--- src/verilog/gcs_pkg.sv ---
// shared constants, types and carriers of the gauge coil scan sequencer
package gcs_pkg;

  // ----------------------------------------------------------------
  // sizes
  // ----------------------------------------------------------------
  localparam int unsigned NCOIL  = 12;  // coils serviced per scan cycle
  localparam int unsigned NGAUGE = 6;   // two coils per gauge
  localparam int unsigned NMAJOR = 2;   // gauges 0..1 are full-bridge on both coils

  // ----------------------------------------------------------------
  // register offsets (cpu byte addresses)
  // ----------------------------------------------------------------
  localparam logic [7:0] ADDR_MAG_BASE = 8'h22;  // coil_magnitude_reg, coil 1 .. 12
  localparam logic [7:0] ADDR_DIR_BASE = 8'h2E;  // coil_direction_reg, gauge order
  localparam logic [7:0] ADDR_SCAN     = 8'h34;  // scan_status_control
  localparam logic [7:0] ADDR_GEN      = 8'h35;  // gauge_enable_reg

  // ----------------------------------------------------------------
  // scan_status_control field positions
  // ----------------------------------------------------------------
  localparam int unsigned SC_CLK_LO = 0;  // scan_clk_sel_lo
  localparam int unsigned SC_CLK_HI = 1;  // scan_clk_sel_hi
  localparam int unsigned SC_AUTO   = 2;  // auto_mode_select
  localparam int unsigned SC_START  = 3;  // scan_start_bit
  localparam int unsigned SC_CLR    = 5;  // sync_flag_clear, reads zero
  localparam int unsigned SC_FLAG   = 6;  // sync_flag, read only
  localparam int unsigned SC_IE     = 7;  // sync_irq_enable

  // direction bits: major gauge bit0 coil1, bit1 coil2; minor gauge bit0 coil2
  localparam int unsigned DIR_BIT0 = 0;

  // ----------------------------------------------------------------
  // reset values
  // ----------------------------------------------------------------
  localparam logic [7:0] RST_MAG  = 8'h00;
  localparam logic [1:0] RST_DIR  = 2'h0;
  localparam logic [5:0] RST_GEN  = 6'h00;
  localparam logic [1:0] RST_SEL  = 2'h0;

  // ----------------------------------------------------------------
  // timing
  // ----------------------------------------------------------------
  localparam logic [12:0] DIV_SEL0 = 13'h0200;  // 512 bus clocks per coil
  localparam logic [12:0] DIV_SEL1 = 13'h0400;  // 1024
  localparam logic [12:0] DIV_SEL2 = 13'h0800;  // 2048
  localparam logic [12:0] DIV_SEL3 = 13'h1000;  // 4096
  localparam int unsigned CLK_NS      = 40;     // i_mclk period
  localparam int unsigned DAC_WAIT_NS = 400;    // converter output to mux
  localparam int unsigned DAC_WAIT_CYC = (DAC_WAIT_NS + CLK_NS - 1) / CLK_NS;

  // ----------------------------------------------------------------
  // types
  // ----------------------------------------------------------------
  typedef enum logic [2:0] {
    ST_IDLE   = 3'b000,
    ST_OPEN   = 3'b001,
    ST_LOAD   = 3'b011,
    ST_CONV   = 3'b010,
    ST_SETTLE = 3'b110
  } gcs_state_e;

  typedef struct packed {
    logic       wr;     // one-cycle write strobe
    logic       rd;     // one-cycle read strobe
    logic [7:0] addr;
    logic [7:0] wdata;
  } gcs_bus_s;

  typedef struct packed {
    logic [11:0] hold_sel;  // one-hot closed sample-and-hold switch
    logic [7:0]  dac;       // converter input
    logic        dir_rev;   // 1: current from minus pin to plus pin
    logic [5:0]  drv_on;    // per-gauge driver enable
  } gcs_drive_s;

endpackage

--- src/verilog/gcs_sequencer.sv ---
// gauge coil scan sequencer: registers, double buffers and coil stepping
// Contract
// - twelve coils, one update period each
// - fixed coil order one through twelve
// - automatic mode restarts scan without trigger
// - automatic transfer at each gauge start
// - automatic transfer only after both magnitudes written
// - manual start launches exactly one scan
// - manual transfer at gauge start regardless
// - disabled gauge spends time, driver off
// - only slave copies drive outputs
// - open, advance, transfer, load, close, settle
// - minor direction one means minus to plus
// - interrupt when enable and flag set
// - flag sets at coil eleven start
// - clear needs prior read; reset clears
// - flag clear bit always reads zero
// - clock select divides by 512..4096
// - mode bit one automatic, zero manual
// - start transfers all, self-clears, ignored extras
// - magnitude reads return slave; reset clears
`timescale 1ns/1ps

module gcs_sequencer (
  input  wire logic               i_mclk,
  input  wire logic               i_rst_n,
  input  wire gcs_pkg::gcs_bus_s  i_bus,
  output logic [7:0]              o_rd_data,
  output logic                    o_irq,
  output gcs_pkg::gcs_drive_s     o_drive
);
  import gcs_pkg::*;

  // ----------------------------------------------------------------
  // helpers
  // ----------------------------------------------------------------
  // last count of a coil period for a clock select setting
  function automatic logic [11:0] div_last(input logic [1:0] sel);
    logic [12:0] d;
    d = DIV_SEL0;
    case (sel)
      2'b00:   d = DIV_SEL0;
      2'b01:   d = DIV_SEL1;
      2'b10:   d = DIV_SEL2;
      default: d = DIV_SEL3;
    endcase
    return 12'(d - 13'd1);
  endfunction

  // direction of a coil from its gauge's slave direction bits
  function automatic logic coil_dir(input logic [3:0] c, input logic [1:0] d);
    if (int'(c[3:1]) < NMAJOR) begin
      return d[c[0]];
    end
    return c[0] ? d[DIR_BIT0] : 1'b0;  // coil 1 of a minor gauge is half-bridge
  endfunction

  // ----------------------------------------------------------------
  // state
  // ----------------------------------------------------------------
  logic [7:0]  mag_m_ff [NCOIL];     // master, last value written
  logic [7:0]  mag_s_ff [NCOIL];     // slave, feeds the converter
  logic [1:0]  dir_m_ff [NGAUGE];
  logic [1:0]  dir_s_ff [NGAUGE];
  logic [1:0]  wseen_ff [NGAUGE];    // magnitude writes since last transfer
  logic [7:0]  nxt_mag_m [NCOIL];
  logic [7:0]  nxt_mag_s [NCOIL];
  logic [1:0]  nxt_dir_m [NGAUGE];
  logic [1:0]  nxt_dir_s [NGAUGE];
  logic [1:0]  nxt_wseen [NGAUGE];
  logic [5:0]  gen_ff,   nxt_gen;    // gauge enables
  logic [1:0]  sel_ff,   nxt_sel;    // clock select
  logic        auto_ff,  nxt_auto;
  logic        start_ff, nxt_start;
  logic        flag_ff,  nxt_flag;
  logic        seen_ff,  nxt_seen;   // flag observed set by a read
  logic        ie_ff,    nxt_ie;
  logic        irq_ff,   nxt_irq;
  logic [7:0]  rd_ff,    nxt_rd;

  gcs_state_e  st_ff,    nxt_st;
  logic [3:0]  ptr_ff,   nxt_ptr;    // coil index 0..11
  logic [11:0] cnt_ff,   nxt_cnt;    // cycles into the coil period
  gcs_drive_s  drv_ff,   nxt_drv;

  // decoded bus events
  logic        mag_hit, dir_hit, scan_wr, start_wr, coil11, gauge_start;
  logic [3:0]  mag_idx;
  logic [7:0]  mag_off;   // whole byte offset from the first magnitude
  logic [7:0]  dir_off;
  logic [5:0]  xfer_v;
  logic [2:0]  cur_g;
  logic        per_end;
  logic [7:0]  dac_src;

  // range test on the full offset: a four-bit cut would alias 0x32..0x35 onto coils
  assign mag_off     = i_bus.addr - ADDR_MAG_BASE;
  assign mag_idx     = mag_off[3:0];
  assign mag_hit     = (i_bus.addr >= ADDR_MAG_BASE) && (mag_off < 8'(NCOIL));
  assign dir_off     = i_bus.addr - ADDR_DIR_BASE;
  assign dir_hit     = (i_bus.addr >= ADDR_DIR_BASE) && (dir_off < 8'(NGAUGE));
  assign scan_wr     = i_bus.wr && (i_bus.addr == ADDR_SCAN);
  // extra start writes while set, or any in automatic mode, are dropped
  assign start_wr    = scan_wr && i_bus.wdata[SC_START] && !auto_ff && !start_ff;
  assign gauge_start = (st_ff == ST_OPEN) && !ptr_ff[0];
  assign coil11      = (st_ff == ST_OPEN) && (ptr_ff == 4'd10);
  assign cur_g       = ptr_ff[3:1];
  assign per_end     = (cnt_ff >= div_last(sel_ff));
  assign dac_src     = mag_s_ff[ptr_ff];

  // ----------------------------------------------------------------
  // register file: next values
  // ----------------------------------------------------------------
  // transfer first, cpu write after, so a write landing in the transfer
  // cycle keeps its tracking bit and waits for the next gauge start
  always_comb begin
    nxt_mag_m = mag_m_ff;
    nxt_mag_s = mag_s_ff;
    nxt_dir_m = dir_m_ff;
    nxt_dir_s = dir_s_ff;
    nxt_wseen = wseen_ff;
    nxt_gen   = gen_ff;
    nxt_sel   = sel_ff;
    nxt_auto  = auto_ff;
    nxt_start = start_ff;
    nxt_flag  = flag_ff;
    nxt_seen  = seen_ff;
    nxt_ie    = ie_ff;
    nxt_rd    = rd_ff;
    xfer_v    = '0;
    // gauge start transfer, qualified only in automatic mode
    if (gauge_start) begin
      if (!auto_ff || (wseen_ff[cur_g] == 2'b11)) begin
        xfer_v[cur_g] = 1'b1;
      end
    end
    if (start_wr) begin
      xfer_v = '1;
    end
    for (int g = 0; g < NGAUGE; g++) begin
      if (xfer_v[g]) begin
        nxt_mag_s[2*g]   = mag_m_ff[2*g];
        nxt_mag_s[2*g+1] = mag_m_ff[2*g+1];
        nxt_dir_s[g]     = dir_m_ff[g];
        nxt_wseen[g]     = 2'b00;
      end
    end
    // cpu writes
    if (i_bus.wr) begin
      if (mag_hit) begin
        nxt_mag_m[mag_idx] = i_bus.wdata;
        nxt_wseen[mag_idx[3:1]][mag_idx[0]] = 1'b1;
      end else if (dir_hit) begin
        // minor gauges carry one direction bit only
        nxt_dir_m[dir_off[2:0]] = (int'(dir_off) < NMAJOR) ?
                                  i_bus.wdata[1:0] : {1'b0, i_bus.wdata[DIR_BIT0]};
      end else if (i_bus.addr == ADDR_GEN) begin
        nxt_gen = i_bus.wdata[5:0];
      end
    end
    if (scan_wr) begin
      nxt_sel  = {i_bus.wdata[SC_CLK_HI], i_bus.wdata[SC_CLK_LO]};
      nxt_auto = i_bus.wdata[SC_AUTO];
      nxt_ie   = i_bus.wdata[SC_IE];
      // clear only after the flag was seen set by a read
      if (i_bus.wdata[SC_CLR] && seen_ff) begin
        nxt_flag = 1'b0;
        nxt_seen = 1'b0;
      end
    end
    if (start_wr) begin
      nxt_start = 1'b1;
    end
    // coil 11 start: flag sets (wins over a clear), start self-clears
    if (coil11) begin
      nxt_flag  = 1'b1;
      nxt_start = 1'b0;
    end
    // read port, with the read side effect on the flag
    if (i_bus.rd) begin
      nxt_rd = 8'h00;
      if (mag_hit) begin
        nxt_rd = mag_s_ff[mag_idx];
      end else if (dir_hit) begin
        nxt_rd = {6'h00, dir_s_ff[dir_off[2:0]]};
      end else if (i_bus.addr == ADDR_GEN) begin
        nxt_rd = {2'b00, gen_ff};
      end else if (i_bus.addr == ADDR_SCAN) begin
        nxt_rd = '0;  // clear bit and bit 4 read zero
        nxt_rd[SC_IE]     = ie_ff;
        nxt_rd[SC_FLAG]   = flag_ff;
        nxt_rd[SC_START]  = start_ff;
        nxt_rd[SC_AUTO]   = auto_ff;
        nxt_rd[SC_CLK_HI] = sel_ff[1];
        nxt_rd[SC_CLK_LO] = sel_ff[0];
        if (flag_ff) begin
          nxt_seen = 1'b1;
        end
      end
    end
    nxt_irq = nxt_ie && nxt_flag;
  end

  // ----------------------------------------------------------------
  // register file: flops
  // ----------------------------------------------------------------
  always_ff @(posedge i_mclk) begin
    if (!i_rst_n) begin
      for (int c = 0; c < NCOIL; c++) begin
        mag_m_ff[c] <= RST_MAG;
        mag_s_ff[c] <= RST_MAG;
      end
      for (int g = 0; g < NGAUGE; g++) begin
        dir_m_ff[g] <= RST_DIR;
        dir_s_ff[g] <= RST_DIR;
        wseen_ff[g] <= 2'b00;
      end
      gen_ff   <= RST_GEN;
      sel_ff   <= RST_SEL;
      auto_ff  <= 1'b0;
      start_ff <= 1'b0;
      flag_ff  <= 1'b0;
      seen_ff  <= 1'b0;
      ie_ff    <= 1'b0;
      irq_ff   <= 1'b0;
      rd_ff    <= 8'h00;
    end else begin
      mag_m_ff <= nxt_mag_m;
      mag_s_ff <= nxt_mag_s;
      dir_m_ff <= nxt_dir_m;
      dir_s_ff <= nxt_dir_s;
      wseen_ff <= nxt_wseen;
      gen_ff   <= nxt_gen;
      sel_ff   <= nxt_sel;
      auto_ff  <= nxt_auto;
      start_ff <= nxt_start;
      flag_ff  <= nxt_flag;
      seen_ff  <= nxt_seen;
      ie_ff    <= nxt_ie;
      irq_ff   <= nxt_irq;
      rd_ff    <= nxt_rd;
    end
  end

  // ----------------------------------------------------------------
  // coil stepper: next values
  // ----------------------------------------------------------------
  // the period counter doubles as the divider, so with a steady clock select a coil lasts
  // exactly one divided period whatever the phase split inside it
  always_comb begin
    nxt_st  = st_ff;
    nxt_ptr = ptr_ff;
    nxt_cnt = cnt_ff + 12'd1;
    nxt_drv = drv_ff;
    nxt_drv.drv_on = gen_ff;
    case (st_ff)
      ST_IDLE: begin
        nxt_cnt = 12'd0;
        nxt_ptr = 4'd0;
        nxt_drv.hold_sel = '0;
        if (auto_ff || start_ff) begin
          nxt_st = ST_OPEN;
        end
      end
      ST_OPEN: begin
        // switches already open; at a gauge start the transfer happens this cycle
        nxt_st = ST_LOAD;
      end
      ST_LOAD: begin
        nxt_drv.dac = dac_src;  // slave only
        nxt_st = ST_CONV;
      end
      ST_CONV: begin
        if (cnt_ff >= 12'(DAC_WAIT_CYC + 1)) begin
          // disabled gauge keeps its switch open and driver off
          if (gen_ff[cur_g]) begin
            nxt_drv.hold_sel = 12'(1) << ptr_ff;
          end
          nxt_drv.dir_rev = coil_dir(ptr_ff, dir_s_ff[cur_g]);
          nxt_st = ST_SETTLE;
        end
      end
      ST_SETTLE: begin
        if (per_end) begin
          nxt_cnt = 12'd0;
          nxt_drv.hold_sel = '0;  // open all before stepping
          if (ptr_ff != 4'(NCOIL - 1)) begin
            nxt_ptr = ptr_ff + 4'd1;
            nxt_st  = ST_OPEN;
          end else if (auto_ff || start_ff) begin
            nxt_ptr = 4'd0;
            nxt_st  = ST_OPEN;
          end else begin
            nxt_st  = ST_IDLE;  // one scan per start
          end
        end
      end
      default: begin
        nxt_st = ST_IDLE;
      end
    endcase
  end

  // ----------------------------------------------------------------
  // coil stepper: flops
  // ----------------------------------------------------------------
  always_ff @(posedge i_mclk) begin
    if (!i_rst_n) begin
      st_ff  <= ST_IDLE;
      ptr_ff <= 4'd0;
      cnt_ff <= 12'd0;
      drv_ff <= '0;
    end else begin
      st_ff  <= nxt_st;
      ptr_ff <= nxt_ptr;
      cnt_ff <= nxt_cnt;
      drv_ff <= nxt_drv;
    end
  end

  assign o_rd_data = rd_ff;
  assign o_irq     = irq_ff;
  assign o_drive   = drv_ff;
endmodule

--- config.mk ---
export PLATFORM = sky130hd
export DESIGN_NAME = gcs_sequencer
export DESIGN_NICKNAME = d
export VERILOG_FILES = /design/src/verilog/gcs_pkg.sv /design/src/verilog/gcs_sequencer.sv
export SDC_FILE = /design/constraint.sdc
export NUM_CORES = 1
export LEC_CHECK = 0
export BUFFER_PORTS_ARGS = -buffer_cell sky130_fd_sc_hd__buf_2
export CAP_MARGIN = 40
export CORE_MARGIN = 2
export CORE_UTILIZATION = 65
export DETAILED_ROUTE_END_ITERATION = 8
export PLACE_DENSITY = 0.83
export SLEW_MARGIN = 20
export SYNTH_ARGS = -nofsm -noshare
export SYNTH_HDL_FRONTEND = slang
export SYNTH_SLANG_ARGS = --single-unit
export TNS_END_PERCENT = 10
--- constraint.sdc ---
create_clock -name i_mclk -period 5.8 [get_ports i_mclk]
set_input_delay 0.87 -clock i_mclk [delete_from_list [all_inputs] [get_ports i_mclk]]
set_output_delay 0.87 -clock i_mclk [all_outputs]
set_load 0.02 [all_outputs]
# Word level (Yosys, flattened, before mapping)
# Index checks and enable logic that the tools add are counted.
# totals
mem_count	0
rom_bits	0
in_bits	20
ff_bits	296
wordCells	224
ram_bits	0
out_inout_bits	36
latch_bits	0
# classes
n_eq_ne	16
multipliers	0
order_cmp	21
n_bitwise	9
div_mod_pow	0
muxes	82
add_sub_neg	5
shift	1
reduce_logical	32
# ops
operator	count
bitwise mux 96 bit	1
2-to-1 mux 12 bit	6
2-to-1 mux 8 bit	9
one-hot mux 12 bit (3 select lines)	2
binary-select mux 8 bit (select 4 bit)	2
demux 8 bit (select 4 bit)	1
2-to-1 mux 2 bit	15
2-to-1 mux 1 bit	25
one-hot mux 12 bit (2 select lines)	1
binary-select mux 2 bit (select 3 bit)	3
2-to-1 mux 6 bit	3
== test 8 x 6 -> 1 bit, second input constant	2
>= comparator 8 x 6 -> 1 bit, second input constant	2
subtractor 8 x 6 -> 8 bit, second input constant	2
logical AND 1 bit	15
one-hot mux 3 bit (5 select lines)	1
adder 12 x 1 -> 12 bit, second input constant	1
bitwise mux 12 bit	1
demux 2 bit (select 3 bit)	2
>= comparator 12 bit	1
>= comparator 12 x 4 -> 1 bit, second input constant	1
>= comparator 4 bit, second input constant	3
2-to-1 mux 4 bit	3
inverter 3 -> 4 bit	3
other kinds (41)	61

# Longest topological paths before layout
# depth
depth_word	13
mapped_depth	13
depth_no_buf	8

# Worst setup path before layout
# No wires, ideal clock.
# synth_path
kind	input to register
startpoint	input port i_bus[9] in the netlist's numbering
endpoint	register mag_m_ff[24] in the netlist's numbering
setup_slack_ns	2.491
path_buffers	5
setup_time_ns	0.116
cell_stages	13
t_arrival_ns	3.193
required_time_ns	5.684
path_cell_list	buf_2 -> inv_1 -> ha_1 -> clkbuf_1 -> inv_1 -> a2111o_1 -> and3_1 -> buf_6 -> buf_12 -> nor3_4 -> buf_6 -> mux2i_1 -> nor2b_1
# synth_between
elab_chain_cells	7
word_cells_on_any_way	12
cone_classes	add/sub (1); order compare (4); mux (3); bitwise (1); reduce/logical (3)
# synth_lines
element	line_no	source
from (decl)	gcs_sequencer.sv:27	input wire gcs_pkg::gcs_bus_s i_bus,
subtractor 8 x 6 -> 8 bit	gcs_sequencer.sv:97	assign mag_off = i_bus.addr - ADDR_MAG_BASE;
inverter 4 -> 5 bit (not written as such)	gcs_sequencer.sv:151	nxt_mag_m[mag_idx] = i_bus.wdata;
>= comparator 5 bit (not written as such) or less-than comparator 5 x 1 -> 1 bit (tied branches)	gcs_sequencer.sv:151	
logical AND 1 bit (not written as such)	gcs_sequencer.sv:151	
2-to-1 mux 8 bit (not written as such)	gcs_sequencer.sv:151	
demux 8 bit (select 4 bit)	gcs_sequencer.sv:151	
bitwise mux 96 bit	gcs_sequencer.sv:151	
to (signal assigned)	gcs_sequencer.sv:228	mag_m_ff <= nxt_mag_m;
to (decl)	gcs_sequencer.sv:61	logic [7:0] mag_m_ff [NCOIL];
# Parallel ways exist; a longest one is shown, timed or not.
# A chain may end at the register's enable or synchronous reset.

# Worst setup path after layout
# layout_path
startpoint	register ptr_ff[1]
endpoint	register mag_s_ff[56] in the netlist's numbering
# layout_between
elab_chain_cells	9
word_cells_on_any_way	14
cone_classes	order compare (2); eq/ne (1); mux (8); bitwise (1); reduce/logical (2)
# layout_lines
element	line_no	source
from (decl)	gcs_sequencer.sv:82	logic [3:0] ptr_ff, nxt_ptr;
from (signal assigned)	gcs_sequencer.sv:315	ptr_ff <= nxt_ptr;
inverter 3 -> 4 bit (not written as such)	gcs_sequencer.sv:133	if (!auto_ff || (wseen_ff[cur_g] == 2'b11)) begin
binary-select mux 2 bit (select 3 bit)	gcs_sequencer.sv:133	
2-to-1 mux 2 bit (not written as such) (2 in a row)	gcs_sequencer.sv:133	
== test 2 bit	gcs_sequencer.sv:133	
logical OR 1 bit	gcs_sequencer.sv:133	
2-to-1 mux 6 bit (*)	gcs_sequencer.sv:133	
2-to-1 mux 6 bit (*)	gcs_sequencer.sv:132	if (gauge_start) begin
2-to-1 mux 6 bit (*)	gcs_sequencer.sv:137	if (start_wr) begin
to (signal assigned)	gcs_sequencer.sv:229	mag_s_ff <= nxt_mag_s;
to (decl)	gcs_sequencer.sv:62	logic [7:0] mag_s_ff [NCOIL];
# Mark *: on every way between the ends. The rest lies on a longest branch, timed or not. The select of a mux whose other input is x is not followed.

==> results.json <==
{
  "status": "complete, no violations",
  "yosysSeqAreaShare": 0.441,
  "num-fill-cells": 1478,
  "power_leakage_nw": 4.99,
  "antenna_found_initial": 0,
  "final_cell_mix": "295 x dfxtp_1, 180 x nand3_1, 167 x o21ai_0, 151 x nand2_1, 99 x mux2i_1",
  "drive_gt1_frac": 0.132,
  "grt_pass1_wl_um": 53700,
  "gp_congestion": 0.947,
  "h-tree-depth": 1,
  "insertion_delay_ns": 0.55,
  "n_antenna_cell": 0,
  "synth-seq-cells": 296,
  "crit_path_max_fanout": 34,
  "syn_to_final_growth_pct": 7.86,
  "post-place-ws_ns": 1.97,
  "wl_um": 34100,
  "hold_viol": 0,
  "die_y_um": 148,
  "final_common_cell": "dfxtp_1",
  "dieWidth_um": 148,
  "synth_cell_types": 67,
  "regArea_um2": 5930,
  "holdWs_ns": 0.459,
  "grt_max_degree": 243,
  "avgRoutedWirePerCell_um": 20.0,
  "tns_ns": 0,
  "critPathKind": "register to register",
  "postRouteAntennaNets": 0,
  "numPortBuffers": 55,
  "drt_iter0_drc": 1220,
  "syn_nets": 1465,
  "postCtsHoldBufs": 0,
  "synth_warnings": 0,
  "netlist_area_um2": 13400,
  "max_freq_mhz": 296,
  "cts_resized": 0,
  "overflow": 0,
  "initial_core_util": 0.664,
  "clk_path_buf_depth": 3,
  "worstMarginPinSlew_ns": 1.00,
  "pwr_density_cell_nw_per_um2": 282,
  "cp-end-kind": "register",
  "drv_cap": 0,
  "slew_headroom": 0.333,
  "clk_pin_slew_ns": 0.07,
  "drt-vias-per-instance": 6.33,
  "cts_tree": "done",
  "synthArstFlopShare": 0,
  "cts_sinks": 296,
  "critPathLaunchType": "register",
  "vias": 10762,
  "cts-root-buf": "clkbuf_16",
  "layout_setup_ws_ns": 2.42,
  "fin_crit_sh": 0.582,
  "required_ns": 6.26,
  "arrival_ns": 3.84,
  "ys.flop_type": "dfxtp_1",
  "setup_viol": 0,
  "syn_area_per_cell_um2": 9.40,
  "numCtsBuffers": 29,
  "grt_pass1_vias": 9939,
  "die_area_um2": 21800,
  "synth_edf_count": 0,
  "core_um2": 20200,
  "track_usage": 0.312,
  "netlist_instances": 1430,
  "dr.pass1.iters": 5,
  "rows": 52,
  "multiInputGateArea_um2": 6780,
  "final_util": 0.716,
  "post_cts_buffers": 0,
  "drv_slew": 0,
  "finClkSkew_ns": 0.0113,
  "peakVddDrop_mv": 0.172,
  "fin_crit_ns": 3.38,
  "pin_count": 56,
  "rsz0062_at_grt": "no",
  "min_path_type": "register to register",
  "fin_nets": 1446,
  "place_hpwl_um": 21900,
  "remaining_drc_errors": 0
}
[sequential cells by signal, indices dropped and copies added, names as in the netlist, 2 cells and up]
signal and cells:
st_ff 3, wseen_ff 12, o_drive 27, o_rd_data 8, dir_m_ff 12, gen_ff 6, mag_m_ff 96, sel_ff 2
ptr_ff 4, dir_s_ff 12, cnt_ff 12, mag_s_ff 96
[routing by layer]
| metal | part of all wire | vias to the layer above | GRT usage |
|---|---|---|---|
| met5 | 0 | - | 0 |
| met4 | 0.059 | 0 | 0.168 |
| met3 | 0.093 | 116 | 0.0679 |
| met2 | 0.45 | 504 | 0.489 |
| met1 | 0.39 | 5059 | 0.404 |
| li1 | - | 5083 | - |
[final cells by class]
cell class	count	area share
Clock buffer	40	0.0584
Tap cell	270	0.0233
Clock inverter	11	0.00794
Sequential cell	296	0.409
Multi-Input combinational cell	996	0.468
Inverter	15	0.00388
Timing Repair Buffer	73	0.0297
[through the flow]
stage | total power, mW | std cells | area [um2]
after CTS | 4.08 | 1700 | 14500
after floorplan | 2.19 | 1430 | 13400
after global routing | 4.17 | 1701 | 14500
final | 4.08 | 1701 | 14500
after detailed placement | 2.23 | 1649 | 13500
after global placement | 2.23 | 1647 | 13500
[path summary, 6_finish.rpt]
kind	slack (ns)	to	from	cells past startpoint
worst min-delay path	0.46	mag_s_ff[47]	mag_m_ff[47]	2
worst max register to register	2.42	mag_s_ff[56]	ptr_ff[1]	9
worst min register to register	0.46	mag_s_ff[47]	mag_m_ff[47]	2
worst max-delay path	2.42	mag_s_ff[56]	ptr_ff[1]	9
[worst max-delay path: stages, from the launching register on]
cell and delay, ns:
dfxtp_1 0.57, buf_4 0.49, mux2i_1 0.39, o21ai_0 0.14
a211oi_1 0.45, buf_2 0.27, o31a_1 0.27, buf_4 0.38
nand3_1 0.15, o21ai_0 0.16
[cells in the mapped netlist (all sizes together) (6+ instances only)]
| cell type | n | area (um2) |
|---|---|---|
| dfxtp | 296 | 5930 |
| o21ai | 185 | 926 |
| mux4 | 40 | 901 |
| o31ai | 14 | 105 |
| nand2 | 151 | 567 |
| a31oi | 6 | 37.5 |
| inv | 15 | 56.3 |
| nor3 | 24 | 260 |
| buf | 71 | 504 |
| o22ai | 8 | 50.1 |
| a21oi | 23 | 115 |
| a21boi | 10 | 75.1 |
| and3 | 9 | 56.3 |
| and2 | 8 | 50.1 |
| mux2i | 99 | 991 |
| xor2 | 9 | 78.8 |
| ha | 15 | 188 |
| nand3 | 180 | 901 |
| nor2b | 73 | 457 |
| nor2 | 39 | 146 |
| or3 | 11 | 68.8 |
| clkbuf | 52 | 196 |
| a22oi | 9 | 67.6 |
[cells by family after synthesis]
family / Yosys count / synth area share
XOR/XNOR: 12 / 0.00782
multiplexers: 144 / 0.145
flip-flops: 296 / 0.441
AO/OA/AOI/OAI: 296 / 0.129
buffers and inverters: 138 / 0.0563
adder cells (fa/ha/maj): 15 / 0.0140
AND/OR/NAND/NOR: 529 / 0.207
[where the power goes]
| part | internal, mW | switching, mW | leakage [nW] |
|---|---|---|---|
| Combinational | 0.0384 | 0.113 | 2.12 |
| Sequential | 2.03 | 0.000756 | 2.38 |
| Clock | 1.10 | 0.792 | 0.479 |
(Power assumes the default switching activity.)
